===== src/stpld_pkg.sv =====
// Constants and types shared by the serial-to-parallel lamp driver files
package stpld_pkg;

  // ***********************************************************
  // Channel count and reset values
  // ***********************************************************
  localparam int          CHANNELS        = 8;
  localparam logic [7:0]  SHIFT_RESET     = 8'h00;
  localparam logic [7:0]  STORE_RESET     = 8'h00;
  localparam logic        SERIAL_OUT_RESET   = 1'b0;

  // ***********************************************************
  // Event word carried through the FIFO
  // ***********************************************************
  localparam int          EV_W            = 4;
  localparam int          EV_SHIFT_POS    = 3;
  localparam int          EV_DATA_POS     = 2;
  localparam int          EV_STORE_POS    = 1;
  localparam int          EV_FALL_POS     = 0;
  localparam int          EV_FIFO_DEPTH   = 16;

  // ***********************************************************
  // Pin synchroniser layout and reset values
  // ***********************************************************
  localparam int          PIN_W           = 5;
  localparam int          PIN_SHIFT_POS   = 4;
  localparam int          PIN_STORE_POS   = 3;
  localparam int          PIN_CLEAR_POS   = 2;
  localparam int          PIN_SER_POS     = 1;
  localparam int          PIN_OE_POS      = 0;
  localparam logic [4:0]  PIN_RESET       = 5'h01;
  localparam int          SYNC_STAGES     = 2;

  // ***********************************************************
  // Thermal shutdown thresholds in degrees Celsius
  // ***********************************************************
  localparam int          TEMP_W          = 9;
  localparam logic [8:0]  TSD_TRIP_C      = 9'h0af;
  localparam logic [8:0]  TSD_RELEASE_C   = 9'h0a0;

  // ***********************************************************
  // Pin timing limits and their cycle counts
  // ***********************************************************
  localparam int          CLK_PERIOD_PS   = 4000;
  localparam int          SHIFT_CLOCK_WH_NS      = 30;
  localparam int          SHIFT_CLOCK_WL_NS      = 30;
  localparam int          SER_SETUP_NS    = 15;
  localparam int          SER_HOLD_NS     = 15;
  localparam int          SER_PULSE_NS    = 40;
  localparam int          DRAIN_SETTLE_NS = 220;
  localparam int          SAMPLE_TOL      = 1;
  localparam int          CNT_W           = 8;

  localparam int SHIFT_CLOCK_WH_CYC  = (SHIFT_CLOCK_WH_NS * 1000 + CLK_PERIOD_PS - 1) / CLK_PERIOD_PS;
  localparam int SHIFT_CLOCK_WL_CYC  = (SHIFT_CLOCK_WL_NS * 1000 + CLK_PERIOD_PS - 1) / CLK_PERIOD_PS;
  localparam int SER_SU_CYC   = (SER_SETUP_NS * 1000 + CLK_PERIOD_PS - 1) / CLK_PERIOD_PS;
  localparam int SER_H_CYC    = (SER_HOLD_NS * 1000 + CLK_PERIOD_PS - 1) / CLK_PERIOD_PS;
  localparam int SER_PW_CYC   = (SER_PULSE_NS * 1000 + CLK_PERIOD_PS - 1) / CLK_PERIOD_PS;
  localparam int DRAIN_ST_CYC = (DRAIN_SETTLE_NS * 1000 + CLK_PERIOD_PS - 1) / CLK_PERIOD_PS;

  localparam logic [7:0] CNT_ZERO = 8'h00;
  localparam logic [7:0] CNT_MAX  = 8'hff;

  typedef logic [EV_W-1:0] stpld_event_t;

endpackage


===== src/stpld_event_if.sv =====
// Valid/ready carrier for shift and storage events
`timescale 1ns/1ps
interface stpld_event_if
  import stpld_pkg::*;
();
  logic         valid;
  logic         ready;
  stpld_event_t data;

  modport src (output valid, output data, input ready);
  modport snk (input valid, input data, output ready);
endinterface


===== src/stpld_fifo.sv =====
// Event FIFO with valid/ready on both sides and synchronous flush
`timescale 1ns/1ps
module stpld_fifo
  import stpld_pkg::*;
#(
  parameter int WIDTH = EV_W,
  parameter int DEPTH = EV_FIFO_DEPTH
) (
  input  wire logic     clk_sys_i,
  input  wire logic     reset_i,
  input  wire logic     flush_i,
  stpld_event_if.snk    wr,
  stpld_event_if.src    rd
);

  localparam int AW = $clog2(DEPTH);

  logic [WIDTH-1:0] mem [DEPTH];
  logic [AW:0]      wr_ptr_q;
  logic [AW:0]      rd_ptr_q;
  logic             full;
  logic             empty;
  logic             push;
  logic             pop;

  assign empty    = (wr_ptr_q == rd_ptr_q);
  assign full     = (wr_ptr_q[AW-1:0] == rd_ptr_q[AW-1:0]) && (wr_ptr_q[AW] != rd_ptr_q[AW]);
  assign wr.ready = ~full & ~flush_i;
  assign rd.valid = ~empty & ~flush_i;
  assign rd.data  = mem[rd_ptr_q[AW-1:0]];
  assign push     = wr.valid & wr.ready;
  assign pop      = rd.valid & rd.ready;

  always_ff @(posedge clk_sys_i) begin
    if (push) begin
      mem[wr_ptr_q[AW-1:0]] <= wr.data;
    end
  end

  always_ff @(posedge clk_sys_i or posedge reset_i) begin
    if (reset_i) begin
      wr_ptr_q <= '0;
      rd_ptr_q <= '0;
    end else if (flush_i) begin
      wr_ptr_q <= '0;
      rd_ptr_q <= '0;
    end else begin
      if (push) begin
        wr_ptr_q <= wr_ptr_q + 1'b1;
      end
      if (pop) begin
        rd_ptr_q <= rd_ptr_q + 1'b1;
      end
    end
  end

endmodule


===== src/stpld_sync.sv =====
// Two-flop synchroniser for asynchronous pin levels
`timescale 1ns/1ps
module stpld_sync
  import stpld_pkg::*;
#(
  parameter int               WIDTH     = 1,
  parameter logic [WIDTH-1:0] RESET_VAL = '0
) (
  input  wire logic             clk_sys_i,
  input  wire logic             reset_i,
  input  wire logic [WIDTH-1:0] async_i,
  output logic      [WIDTH-1:0] sync_o
);

  logic [WIDTH-1:0] meta_q;
  logic [WIDTH-1:0] sync_q;

  always_ff @(posedge clk_sys_i or posedge reset_i) begin
    if (reset_i) begin
      meta_q <= RESET_VAL;
      sync_q <= RESET_VAL;
    end else begin
      meta_q <= async_i;
      sync_q <= meta_q;
    end
  end

  assign sync_o = sync_q;

endmodule


===== src/stpld_top.sv =====
// Serial-in parallel-out lamp driver core with storage register and sink outputs
//
// Functional notes
// - Eight-bit shift register feeds eight-bit storage.
// - Shift rise moves stages, captures serial input.
// - Storage rise copies shift register into storage.
// - Storage reaches outputs only while clear high.
// - Clear low zeroes shift and storage registers.
// - Output enable high forces all sinks off.
// - Output enable low passes storage to outputs.
// - Buffer bit one sinks, zero is off.
// - Serial output updates on shift falling edge.
// - Serial output lags input seven and half periods.
// - Sinks change at the loading storage edge.
// - Over-temperature forces all sinks off.
// - Sinks resume once temperature falls below release.
`timescale 1ns/1ps
module stpld_top
  import stpld_pkg::*;
#(
  parameter int N_CH       = CHANNELS,
  parameter int FIFO_DEPTH = EV_FIFO_DEPTH
) (
  input  wire logic              clk_sys_i,
  input  wire logic              reset_i,
  input  wire logic              shift_clock_i,
  input  wire logic              storage_clock_i,
  input  wire logic              clear_n_i,
  input  wire logic              serial_in_i,
  input  wire logic              output_enable_n_i,
  input  wire logic [TEMP_W-1:0] junction_temp_i,
  input  wire logic [N_CH-1:0]   sink_outputs_i,
  output logic      [N_CH-1:0]   sink_outputs_o,
  output logic      [N_CH-1:0]   sink_outputs_oe_o,
  output logic                   serial_out_o,
  output logic                   thermal_shutdown_o,
  output logic                   event_dropped_o,
  output logic                   timing_violation_o,
  output logic                   drain_fault_o
);

  // ***********************************************************
  // Helper functions
  // ***********************************************************

  // Saturating counter step
  function automatic logic [CNT_W-1:0] sat_inc(input logic [CNT_W-1:0] cnt);
    logic [CNT_W-1:0] nxt;
    nxt = cnt;
    if (cnt != CNT_MAX) begin
      nxt = cnt + 1'b1;
    end
    return nxt;
  endfunction

  // Measured width short of a least figure, allowing sampling slack
  function automatic logic too_short(input logic [CNT_W-1:0] cnt, input int min_cyc);
    logic [CNT_W-1:0] lim;
    lim = CNT_W'(min_cyc - SAMPLE_TOL);
    return (cnt < lim);
  endfunction

  // ***********************************************************
  // Pin synchronisers
  // ***********************************************************
  logic [PIN_W-1:0] pins_raw;
  logic [PIN_W-1:0] pins_s;
  logic [N_CH-1:0]  drain_s;

  assign pins_raw = {shift_clock_i, storage_clock_i, clear_n_i, serial_in_i, output_enable_n_i};

  stpld_sync #(
    .WIDTH     (PIN_W),
    .RESET_VAL (PIN_RESET)
  ) u_pin_sync (
    .clk_sys_i (clk_sys_i),
    .reset_i   (reset_i),
    .async_i   (pins_raw),
    .sync_o    (pins_s)
  );

  stpld_sync #(
    .WIDTH     (N_CH),
    .RESET_VAL ({N_CH{1'b1}})
  ) u_drain_sync (
    .clk_sys_i (clk_sys_i),
    .reset_i   (reset_i),
    .async_i   (sink_outputs_i),
    .sync_o    (drain_s)
  );

  logic shift_lvl;
  logic store_lvl;
  logic clear_act;
  logic ser_lvl;
  logic oe_n_lvl;

  assign shift_lvl = pins_s[PIN_SHIFT_POS];
  assign store_lvl = pins_s[PIN_STORE_POS];
  assign clear_act = ~pins_s[PIN_CLEAR_POS];
  assign ser_lvl   = pins_s[PIN_SER_POS];
  assign oe_n_lvl  = pins_s[PIN_OE_POS];

  // ***********************************************************
  // Edge detection on synchronised pins
  // ***********************************************************
  logic shift_d1_q;
  logic store_d1_q;
  logic ser_d1_q;
  logic shift_rise;
  logic shift_fall;
  logic store_rise;
  logic ser_change;

  always_ff @(posedge clk_sys_i or posedge reset_i) begin
    if (reset_i) begin
      shift_d1_q <= 1'b0;
      store_d1_q <= 1'b0;
      ser_d1_q   <= 1'b0;
    end else begin
      shift_d1_q <= shift_lvl;
      store_d1_q <= store_lvl;
      ser_d1_q   <= ser_lvl;
    end
  end

  assign shift_rise = shift_lvl & ~shift_d1_q;
  assign shift_fall = ~shift_lvl & shift_d1_q;
  assign store_rise = store_lvl & ~store_d1_q;
  assign ser_change = ser_lvl ^ ser_d1_q;

  // ***********************************************************
  // Event queue
  // ***********************************************************
  stpld_event_if ev_in ();
  stpld_event_if ev_out ();

  // One word per cycle keeps simultaneous edges in their true order
  always_comb begin
    ev_in.valid                   = (shift_rise | shift_fall | store_rise) & ~clear_act;
    ev_in.data                    = '0;
    ev_in.data[EV_SHIFT_POS]      = shift_rise;
    ev_in.data[EV_DATA_POS]       = ser_lvl;
    ev_in.data[EV_STORE_POS]      = store_rise;
    ev_in.data[EV_FALL_POS]       = shift_fall;
  end

  assign ev_out.ready = ~clear_act;

  stpld_fifo #(
    .WIDTH     (EV_W),
    .DEPTH     (FIFO_DEPTH)
  ) u_event_fifo (
    .clk_sys_i (clk_sys_i),
    .reset_i   (reset_i),
    .flush_i   (clear_act),
    .wr        (ev_in),
    .rd        (ev_out)
  );

  logic         ev_take;
  stpld_event_t ev_word;

  assign ev_take = ev_out.valid & ev_out.ready;
  assign ev_word = ev_out.data;

  // ***********************************************************
  // Shift register
  // ***********************************************************
  logic [N_CH-1:0] shift_q;

  always_ff @(posedge clk_sys_i or posedge reset_i) begin
    if (reset_i) begin
      shift_q <= N_CH'(SHIFT_RESET);
    end else if (clear_act) begin
      shift_q <= N_CH'(SHIFT_RESET);
    end else if (ev_take && ev_word[EV_SHIFT_POS]) begin
      shift_q <= {shift_q[N_CH-2:0], ev_word[EV_DATA_POS]};
    end
  end

  // ***********************************************************
  // Storage register
  // ***********************************************************
  logic [N_CH-1:0] store_q;

  // Storage takes the shift contents from before a coincident shift
  always_ff @(posedge clk_sys_i or posedge reset_i) begin
    if (reset_i) begin
      store_q <= N_CH'(STORE_RESET);
    end else if (clear_act) begin
      store_q <= N_CH'(STORE_RESET);
    end else if (ev_take && ev_word[EV_STORE_POS]) begin
      store_q <= shift_q;
    end
  end

  // ***********************************************************
  // Cascade serial output
  // ***********************************************************
  logic serial_out_q;

  always_ff @(posedge clk_sys_i or posedge reset_i) begin
    if (reset_i) begin
      serial_out_q <= SERIAL_OUT_RESET;
    end else if (clear_act) begin
      serial_out_q <= SERIAL_OUT_RESET;
    end else if (ev_take && ev_word[EV_FALL_POS]) begin
      serial_out_q <= shift_q[N_CH-1];
    end
  end

  assign serial_out_o = serial_out_q;

  // ***********************************************************
  // Thermal shutdown with hysteresis
  // ***********************************************************
  logic tsd_q;

  always_ff @(posedge clk_sys_i or posedge reset_i) begin
    if (reset_i) begin
      tsd_q <= 1'b0;
    end else if (junction_temp_i > TSD_TRIP_C) begin
      tsd_q <= 1'b1;
    end else if (junction_temp_i < TSD_RELEASE_C) begin
      tsd_q <= 1'b0;
    end
  end

  assign thermal_shutdown_o = tsd_q;

  // ***********************************************************
  // Output buffers and drain enables
  // ***********************************************************
  logic [N_CH-1:0] sink_oe_q;
  logic [N_CH-1:0] sink_val_q;
  logic            drive_ok;

  // Active-low enable, clear released, no thermal trip
  assign drive_ok = ~oe_n_lvl & ~clear_act & ~tsd_q;

  always_ff @(posedge clk_sys_i or posedge reset_i) begin
    if (reset_i) begin
      sink_oe_q <= '0;
    end else if (drive_ok) begin
      sink_oe_q <= store_q;
    end else begin
      sink_oe_q <= '0;
    end
  end

  // Open-drain pins only ever pull low
  always_ff @(posedge clk_sys_i or posedge reset_i) begin
    if (reset_i) begin
      sink_val_q <= '0;
    end else begin
      sink_val_q <= '0;
    end
  end

  assign sink_outputs_oe_o = sink_oe_q;
  assign sink_outputs_o    = sink_val_q;

  // ***********************************************************
  // Dropped events
  // ***********************************************************
  logic drop_q;
  logic drop_set;

  assign drop_set = ev_in.valid & ~ev_in.ready;

  // Set wins over clear
  always_ff @(posedge clk_sys_i or posedge reset_i) begin
    if (reset_i) begin
      drop_q <= 1'b0;
    end else if (drop_set) begin
      drop_q <= 1'b1;
    end else if (clear_act) begin
      drop_q <= 1'b0;
    end
  end

  assign event_dropped_o = drop_q;

  // ***********************************************************
  // Pin timing monitor
  // ***********************************************************
  logic [CNT_W-1:0] shift_lvl_cnt_q;
  logic [CNT_W-1:0] ser_stable_cnt_q;
  logic [CNT_W-1:0] since_rise_cnt_q;
  logic             viol_q;
  logic             viol_set;

  always_ff @(posedge clk_sys_i or posedge reset_i) begin
    if (reset_i) begin
      shift_lvl_cnt_q <= CNT_ZERO;
    end else if (shift_rise || shift_fall) begin
      shift_lvl_cnt_q <= CNT_ZERO;
    end else begin
      shift_lvl_cnt_q <= sat_inc(shift_lvl_cnt_q);
    end
  end

  always_ff @(posedge clk_sys_i or posedge reset_i) begin
    if (reset_i) begin
      ser_stable_cnt_q <= CNT_MAX;
    end else if (ser_change) begin
      ser_stable_cnt_q <= CNT_ZERO;
    end else begin
      ser_stable_cnt_q <= sat_inc(ser_stable_cnt_q);
    end
  end

  always_ff @(posedge clk_sys_i or posedge reset_i) begin
    if (reset_i) begin
      since_rise_cnt_q <= CNT_MAX;
    end else if (shift_rise) begin
      since_rise_cnt_q <= CNT_ZERO;
    end else begin
      since_rise_cnt_q <= sat_inc(since_rise_cnt_q);
    end
  end

  always_comb begin
    viol_set = 1'b0;
    if (shift_fall && too_short(shift_lvl_cnt_q, SHIFT_CLOCK_WH_CYC)) begin
      viol_set = 1'b1;
    end
    if (shift_rise && too_short(shift_lvl_cnt_q, SHIFT_CLOCK_WL_CYC)) begin
      viol_set = 1'b1;
    end
    if (shift_rise && too_short(ser_stable_cnt_q, SER_SU_CYC)) begin
      viol_set = 1'b1;
    end
    if (ser_change && too_short(since_rise_cnt_q, SER_H_CYC)) begin
      viol_set = 1'b1;
    end
    if (ser_change && too_short(ser_stable_cnt_q, SER_PW_CYC)) begin
      viol_set = 1'b1;
    end
  end

  // Set wins over clear
  always_ff @(posedge clk_sys_i or posedge reset_i) begin
    if (reset_i) begin
      viol_q <= 1'b0;
    end else if (viol_set) begin
      viol_q <= 1'b1;
    end else if (clear_act) begin
      viol_q <= 1'b0;
    end
  end

  assign timing_violation_o = viol_q;

  // ***********************************************************
  // Drain feedback check
  // ***********************************************************
  logic [N_CH-1:0]  oe_d1_q;
  logic [CNT_W-1:0] settle_cnt_q;
  logic             settled;
  logic             fault_q;
  logic             fault_set;

  always_ff @(posedge clk_sys_i or posedge reset_i) begin
    if (reset_i) begin
      oe_d1_q <= '0;
    end else begin
      oe_d1_q <= sink_oe_q;
    end
  end

  // Any enable change restarts the settling wait
  always_ff @(posedge clk_sys_i or posedge reset_i) begin
    if (reset_i) begin
      settle_cnt_q <= CNT_ZERO;
    end else if (oe_d1_q != sink_oe_q) begin
      settle_cnt_q <= CNT_ZERO;
    end else begin
      settle_cnt_q <= sat_inc(settle_cnt_q);
    end
  end

  assign settled   = (settle_cnt_q >= CNT_W'(DRAIN_ST_CYC));
  assign fault_set = settled && ((sink_oe_q & drain_s) != '0);

  // Set wins over clear
  always_ff @(posedge clk_sys_i or posedge reset_i) begin
    if (reset_i) begin
      fault_q <= 1'b0;
    end else if (fault_set) begin
      fault_q <= 1'b1;
    end else if (clear_act) begin
      fault_q <= 1'b0;
    end
  end

  assign drain_fault_o = fault_q;

endmodule


===== config.mk =====
export PLATFORM = sky130hd
export DESIGN_NAME = stpld_top
export DESIGN_NICKNAME = d
export VERILOG_FILES = /design/src/stpld_pkg.sv /design/src/stpld_event_if.sv /design/src/stpld_fifo.sv /design/src/stpld_sync.sv /design/src/stpld_top.sv
export SDC_FILE = /design/constraint.sdc
export NUM_CORES = 1
export LEC_CHECK = 0
export ABC_AREA = 1
export BUFFER_PORTS_ARGS = -buffer_cell sky130_fd_sc_hd__buf_2
export CAP_MARGIN = 20
export CORE_MARGIN = 2
export CORE_UTILIZATION = 60
export DETAILED_ROUTE_END_ITERATION = 8
export PLACE_DENSITY = 0.79
export RECOVER_POWER = 50
export SYNTH_ARGS = -nofsm -noshare
export SYNTH_HDL_FRONTEND = slang
export SYNTH_SLANG_ARGS = --single-unit

===== constraint.sdc =====
create_clock -name clk_sys_i -period 9.2 [get_ports clk_sys_i]
set_clock_uncertainty 0.1 [all_clocks]
set_input_delay 1.84 -clock clk_sys_i [delete_from_list [all_inputs] [get_ports clk_sys_i]]
set_output_delay 1.84 -clock clk_sys_i [all_outputs]
set_load 0.01 [all_outputs]

==> results of run 1 <==
-- cells by family (layout without fill, tap and decap cells) --
group	count (synthesis)	in the layout
buffers and inverters	103	147
DFF	172	172
and+or+nand+nor	364	364
xor gates and xnor gates	13	13
AOI/OAI and AO/OA	70	70
adders and majority gates	12	12
other	1	8
-- flip-flops by register name, summed over array words and instances, names as in the netlist, 5 cells and up --
| signal | flops |
|---|---|
| u_event_fifo.mem | 64 |
| oe_d1_q | 8 |
| ser_stable_cnt_q | 8 |
| settle_cnt_q | 8 |
| shift_lvl_cnt_q | 8 |
| shift_q | 8 |
| since_rise_cnt_q | 8 |
| sink_outputs_oe_o | 8 |
| store_q | 8 |
| u_drain_sync.meta_q | 8 |
| u_drain_sync.sync_o | 8 |
| u_event_fifo.rd_ptr_q | 5 |
| u_event_fifo.wr_ptr_q | 5 |
| u_pin_sync.meta_q | 5 |
| u_pin_sync.sync_o | 5 |
-- per-stage QoR --
step / setup slack (ns) / hold slack, ns
floorplan: 4.47 / 0.231
global placement: 6.00 / 0.232
detailed placement: 5.96 / 0.236
CTS: 6.21 / 0.249
global route: 5.28 / 0.258
finish: 5.73 / 0.245
-- placed cells by master (no fill, tap or decap), types with 5 or more instances in the layout --
cell                        netlist  final
sky130_fd_sc_hd__o21ai_0         26     26
sky130_fd_sc_hd__dfstp_2         34     32
sky130_fd_sc_hd__nand3_1         60     60
sky130_fd_sc_hd__xnor2_1          9      9
sky130_fd_sc_hd__ha_1            12     12
sky130_fd_sc_hd__nand2_2          7      7
sky130_fd_sc_hd__a21oi_1         16     16
sky130_fd_sc_hd__nand2_1        175    175
sky130_fd_sc_hd__nand3_2         11     11
sky130_fd_sc_hd__buf_2            3     32
sky130_fd_sc_hd__nand4_1          7      7
sky130_fd_sc_hd__clkbuf_16        0     18
sky130_fd_sc_hd__nor3_1          12     13
sky130_fd_sc_hd__nor2_1          75     75
sky130_fd_sc_hd__edfxtp_1        64     64
sky130_fd_sc_hd__o21ai_2          7      7
sky130_fd_sc_hd__inv_1           73     72
sky130_fd_sc_hd__inv_4            3      5
sky130_fd_sc_hd__dfrtp_1         74     74
sky130_fd_sc_hd__conb_1           1      8
sky130_fd_sc_hd__a31oi_1          5      5
-- routing by layer --
| layer | up-vias | wire [um] | global-route usage |
|---|---|---|---|
| met1 | 2558 | 5970 | 0.286 |
| met2 | 180 | 7870 | 0.413 |
| li1 | 2479 | - | - |
| met4 | 0 | 339 | 0.108 |
| met3 | 36 | 766 | 0.0498 |
| met5 | - | 0 | 0 |
-- worst paths after layout --
kind / from / to / slack [ns] / cells past startpoint
max: reset_i / oe_d1_q[3] / 5.73 / 3
max reg2reg: u_pin_sync.sync_o[2] / u_event_fifo.mem[13][3] / 5.78 / 7
min: u_pin_sync.meta_q[4] / u_pin_sync.sync_o[4] / 0.24 / 0
min reg2reg: u_pin_sync.meta_q[4] / u_pin_sync.sync_o[4] / 0.24 / 0
min in group asynchronous: reset_i / u_pin_sync.meta_q[2] / 1.79 / 2
max in group clk_sys_i: u_pin_sync.sync_o[2] / u_event_fifo.mem[13][3] / 5.78 / 7
-- power by group --
| part | switching (mW) | leakage, nW | total (mW) | internal [mW] |
|---|---|---|---|---|
| sequential | 0.0525 | 1.91 | 0.909 | 0.856 |
| clock | 0.297 | 0.297 | 0.722 | 0.425 |
| combinational | 0.290 | 1.47 | 0.422 | 0.132 |
-- worst reg2reg max path, stage by stage, from the launching register on --
cell	delay [ns]
sky130_fd_sc_hd__dfrtp_1	0.32
sky130_fd_sc_hd__clkbuf_1	1.20
sky130_fd_sc_hd__inv_1	0.46
sky130_fd_sc_hd__nor2_1	0.20
sky130_fd_sc_hd__nand2_1	0.13
sky130_fd_sc_hd__inv_2	0.14
sky130_fd_sc_hd__nand2_1	0.17
sky130_fd_sc_hd__nor2_1	0.36
-- cell type report --
| type | instances | area, um2 | area share |
|---|---|---|---|
| timing repair buffer | 36 | 183 | 0.0218 |
| clock inverter | 12 | 130 | 0.0156 |
| multi-input combinational | 467 | 2400 | 0.287 |
| clock buffer | 20 | 468 | 0.0560 |
| sequential | 172 | 4670 | 0.558 |
| inverter | 79 | 305 | 0.0365 |
| tap | 168 | 210 | 0.0251 |
==> results.json, run 1 <==
{
  "run_status": "finished, violations left",
  "violations_in_the_final_reports": "max-capacitance violations, max-slew violations",
  "post_cts.repair.setup_buffers": 0,
  "post_route_cells_drive_above_1_share": 0.179,
  "cts_hold_buf": 0,
  "syn-mean-instance-area_um2": 10.3,
  "grt_setup_unrepaired": "false",
  "clock_tree_from_tritoncts": "done",
  "yosys.area_share.simple": 0.223,
  "period_minus_slack_ns": 3.47,
  "netlist_top_cells_area": "sky130_fd_sc_hd__edfxtp_1, sky130_fd_sc_hd__dfrtp_1, sky130_fd_sc_hd__dfstp_2",
  "slew_worst_pin_ns": 1.90,
  "ctsHtreeMaxLevel": 4,
  "power_mw": 2.05,
  "most_used_flip_flop_cell_after_synthesis": "sky130_fd_sc_hd__dfrtp_1",
  "fin_setup_tns_ns": 0,
  "worst-endpoint-required_ns": 9.57,
  "detail_route.drc_violations": 0,
  "crit_fanout": 63,
  "min_path_type": "reg2reg",
  "yosys_register_bits": 172,
  "chipHeight_um": 116,
  "worst_setup_start_kind": "input port",
  "timing.final.crit_share": 0.377,
  "global_route.overflow_total": 0,
  "synthAdderAreaFrac": 0.0199,
  "synth_compound_gate_area_share": 0.0564,
  "average_vias_per_placed_instance": 5.51,
  "avgRoutedWirePerCell_um": 15.7,
  "detailedRoute.firstPassIterationCount": 5,
  "max_cap_viol": 2,
  "critical-path-top-delay-family": "buffers and inverters",
  "synth_top_area_share": 0.255,
  "clk_latency_ns": 0.43,
  "slowest_stage": "sky130_fd_sc_hd__clkinvlp_2",
  "netlist-cell-type-count": 46,
  "grt_first_pass_wirelength_um": 24400,
  "synth_top_family_by_area": "simple AND/OR/NAND/NOR gates",
  "dpl.hpwl_um": 9590,
  "synthXorXnorAreaFrac": 0.0151,
  "floorplan.rows": 40,
  "synthDominantAreaCellType": "sky130_fd_sc_hd__edfxtp_1",
  "placement.cell_area_um2": 7780,
  "cts.root.buffer_cell": "sky130_fd_sc_hd__clkbuf_16",
  "postCtsResizedCells": 0,
  "postLayoutCoreUtil": 0.687,
  "postRouteAntennaNets": 0,
  "layoutNonFillerInstCount": 954,
  "grt_pass1_vias": 5212,
  "layout.nets": 809,
  "layout.cell_area.non_filler_um2": 8360,
  "cts_inserted_buffers": 17,
  "drv_slew": 78,
  "worstSetupEndpointType": "async pin",
  "relSlewSlack": -0.277,
  "worstSetupPathType": "in2async",
  "post-synth-top-count-cell": "sky130_fd_sc_hd__nand2_1",
  "timing.critical_path.slowest_cell_delay_ns": 1.08,
  "critPathBufInv": 3,
  "initial_util": 0.620,
  "worstPathCellList": "buf_2 -> clkinvlp_2 -> buf_4",
  "syn_area_um2": 7540,
  "hold_violations": 0,
  "leakage_nw": 3.68,
  "synth-edff-count": 64,
  "syn_to_final_growth_pct": 10.8,
  "detailedRoute.firstIterationViolations": 454,
  "synth_instances": 735,
  "tritoncts_num_sinks": 172,
  "report.final.setup_viol": 0,
  "clk_pin_slew_worst_paths_ns": 0.06,
  "antenna-diode-count": 0,
  "achievable-frequency_ghz": 0.288,
  "placedCellCount": 922,
  "synth.cells.most_frequent": "sky130_fd_sc_hd__nand2_1, sky130_fd_sc_hd__nor2_1, sky130_fd_sc_hd__dfrtp_1, sky130_fd_sc_hd__inv_1, sky130_fd_sc_hd__edfxtp_1",
  "buffer_ports.inserted": 32,
  "fillerInstances": 850,
  "muxShareOfSynthArea": 0,
  "floorplan.die_area_um2": 13500,
  "p_per_area_nw_per_um2": 246,
  "vdd_ir_drop_max_uv": 166,
  "async_flop_share": 0.628,
  "cts_max_path_buffers": 2,
  "synth.yosys.seq_area_share": 0.619,
  "synth-warning-count": 0,
  "routed_wl_um": 14900,
  "io_pins": 45,
  "grt_start_max_net_pins": 64,
  "arrival_ns": 3.84,
  "gpl.final_weighted_congestion": 0.850,
  "gr-usage-all-layers": 0.237,
  "total_via_count_in_the_routed_design": 5253,
  "core_um2": 12200,
  "grt_antenna_before_repair": 0,
  "die_width_um": 116
}
No activity file was read; power rests on OpenSTA's default activity.
==> run 2: changes to the inputs <==
--- a/config.mk
+++ b/config.mk
@@ -9,9 +9,9 @@
 export BUFFER_PORTS_ARGS = -buffer_cell sky130_fd_sc_hd__buf_2
 export CAP_MARGIN = 20
 export CORE_MARGIN = 2
-export CORE_UTILIZATION = 60
+export CORE_UTILIZATION = 55
 export DETAILED_ROUTE_END_ITERATION = 8
-export PLACE_DENSITY = 0.79
+export PLACE_DENSITY = 0.76
 export RECOVER_POWER = 50
 export SYNTH_ARGS = -nofsm -noshare
 export SYNTH_HDL_FRONTEND = slang
==> constraint.sdc (replaced) <==
create_clock -name clk_sys_i -period 3 [get_ports clk_sys_i]
set_clock_uncertainty 0.1 [all_clocks]
set_input_delay 0.6 -clock clk_sys_i [delete_from_list [all_inputs] [get_ports clk_sys_i]]
set_output_delay 0.6 -clock clk_sys_i [all_outputs]
set_load 0.01 [all_outputs]
==> results.json, run 2 (synthesized netlist as in run 1, its figures left out) <==
{
  "relSlewSlack": -0.121,
  "layout_common_cells": "sky130_fd_sc_hd__nand2_1, sky130_fd_sc_hd__nor2_1, sky130_fd_sc_hd__dfrtp_1, sky130_fd_sc_hd__inv_1, sky130_fd_sc_hd__edfxtp_1",
  "min_path_type": "in2reg",
  "post_cts.repair.setup_buffers": 0,
  "layoutNonFillerInstCount": 966,
  "antenna-diode-count": 0,
  "vdd_ir_drop_max_uv": 430,
  "worstSetupEndpointType": "flip-flop",
  "leakage_nw": 3.70,
  "grt_first_pass_wirelength_um": 24600,
  "worstSetupPathType": "reg2reg",
  "die_width_um": 121,
  "report.final.setup_viol": 0,
  "arrival_ns": 2.36,
  "floorplan.die_area_um2": 14700,
  "gpl.final_weighted_congestion": 0.838,
  "clock_tree_from_tritoncts": "done",
  "detailedRoute.firstIterationViolations": 422,
  "grt_setup_unrepaired": "false",
  "run_status": "finished, violations left",
  "timing.final.crit_share": 0.792,
  "syn_to_final_growth_pct": 11.5,
  "chipHeight_um": 121,
  "postCtsResizedCells": 0,
  "multi_input_comb_area_um2": 2400,
  "gr-usage-all-layers": 0.218,
  "tritoncts_num_sinks": 172,
  "placedCellCount": 934,
  "floorplan.rows": 42,
  "worst-endpoint-required_ns": 2.98,
  "buffer_ports.inserted": 32,
  "fin_setup_tns_ns": 0,
  "grt_start_max_net_pins": 42,
  "cts_max_path_buffers": 2,
  "detailedRoute.firstPassIterationCount": 5,
  "clk_pin_slew_worst_paths_ns": 0.07,
  "global_route.overflow_total": 0,
  "fillerInstances": 1023,
  "post_route_worst_hold_slack_ns": 0.162,
  "drv_slew": 39,
  "violations_in_the_final_reports": "max-capacitance violations, max-slew violations",
  "seq_cell_area_um2": 4670,
  "grt_antenna_before_repair": 0,
  "initial_util": 0.567,
  "postRouteAntennaNets": 0,
  "clk_latency_ns": 0.42,
  "post_route_cells_drive_above_1_share": 0.191,
  "io_pins": 45,
  "cts.root.buffer_cell": "sky130_fd_sc_hd__clkbuf_16",
  "routed_wl_um": 14600,
  "cts_inserted_buffers": 17,
  "dpl.hpwl_um": 9900,
  "avgRoutedWirePerCell_um": 15.1,
  "cts_hold_buf": 0,
  "grt_pass1_vias": 5185,
  "p_per_area_nw_per_um2": 748,
  "worst_setup_start_kind": "flip-flop",
  "slew_worst_pin_ns": 1.67,
  "period_minus_slack_ns": 2.38,
  "ctsHtreeMaxLevel": 4,
  "crit_fanout": 37,
  "core_um2": 13300,
  "hold_violations": 0,
  "achievable-frequency_ghz": 0.421,
  "largest_register_ffs": 64,
  "detail_route.drc_violations": 0,
  "total_via_count_in_the_routed_design": 5177,
  "average_vias_per_placed_instance": 5.36,
  "max_cap_viol": 1,
  "layout.nets": 813,
  "mostFrequentLayoutCell": "sky130_fd_sc_hd__nand2_1"
}
run 2: cell count changes in the layout (fill, tap and decap cells not counted), sizes merged:
cell | before | now
clkinvlp | 2 | 3
clkbuf | 22 | 19
buf | 34 | 38
bufinv | 2 | 1
inv | 84 | 87
run 2: layout make-up:
type	instances	area share
Clock buffer	17	0.0506
Clock inverter	15	0.0208
Inverter	79	0.0363
Multi-Input combinational cell	467	0.286
Sequential cell	172	0.555
Tap cell	176	0.0262
Timing Repair Buffer	40	0.0256
run 2: stage by stage:
step                      worst slack (ns)   util  cell area (um2)  power (mW)
final                                0.623  0.633             8410        6.30
after global routing                 0.314  0.633             8410        6.61
after CTS                            0.625  0.635             8440        6.33
after detailed placement             0.681  0.590             7840        4.15
after global placement               0.741  0.590             7840        4.07
after floorplan                       1.03      -             7570        3.89
run 2: layer usage:
| metal | up-vias | global-route usage | share of wire |
|---|---|---|---|
| met5 | - | 0 | 0 |
| met4 | 0 | 0.0923 | 0.024 |
| met3 | 27 | 0.0423 | 0.040 |
| met2 | 135 | 0.375 | 0.52 |
| met1 | 2532 | 0.269 | 0.41 |
| li1 | 2483 | - | - |
run 2: final timing paths:
path / start / endpoint / slack, ns / depth (start not counted)
min in group asynchronous: reset_i / thermal_shutdown_o / 0.46 / 2
hold / removal: sink_outputs_i[7] / u_drain_sync.meta_q[7] / 0.16 / 1
hold reg to reg: u_pin_sync.meta_q[4] / u_pin_sync.sync_o[4] / 0.25 / 0
setup reg to reg: u_event_fifo.rd_ptr_q[0] / u_event_fifo.mem[1][3] / 0.62 / 9
setup / recovery: u_event_fifo.rd_ptr_q[0] / u_event_fifo.mem[1][3] / 0.62 / 9
max in group asynchronous: reset_i / u_pin_sync.meta_q[3] / 0.74 / 3
run 2: report_power, final:
group | internal, mW | switching (mW) | total (mW)
Clock | 1.19 | 0.997 | 2.19
Sequential | 2.63 | 0.141 | 2.77
Combinational | 0.423 | 0.914 | 1.34
Total | 4.24 | 2.05 | 6.30
run 2: worst max-delay path, cell delays in order, from the launching register on:
cell	delay (ns)
sky130_fd_sc_hd__dfrtp_1	0.39
sky130_fd_sc_hd__buf_4	0.37
sky130_fd_sc_hd__nand2_1	0.09
sky130_fd_sc_hd__nand2_1	0.12
sky130_fd_sc_hd__nor2_4	0.05
sky130_fd_sc_hd__nand3_1	0.11
sky130_fd_sc_hd__nand2_1	0.13
sky130_fd_sc_hd__inv_2	0.15
sky130_fd_sc_hd__nand2_1	0.15
sky130_fd_sc_hd__nor2_1	0.35
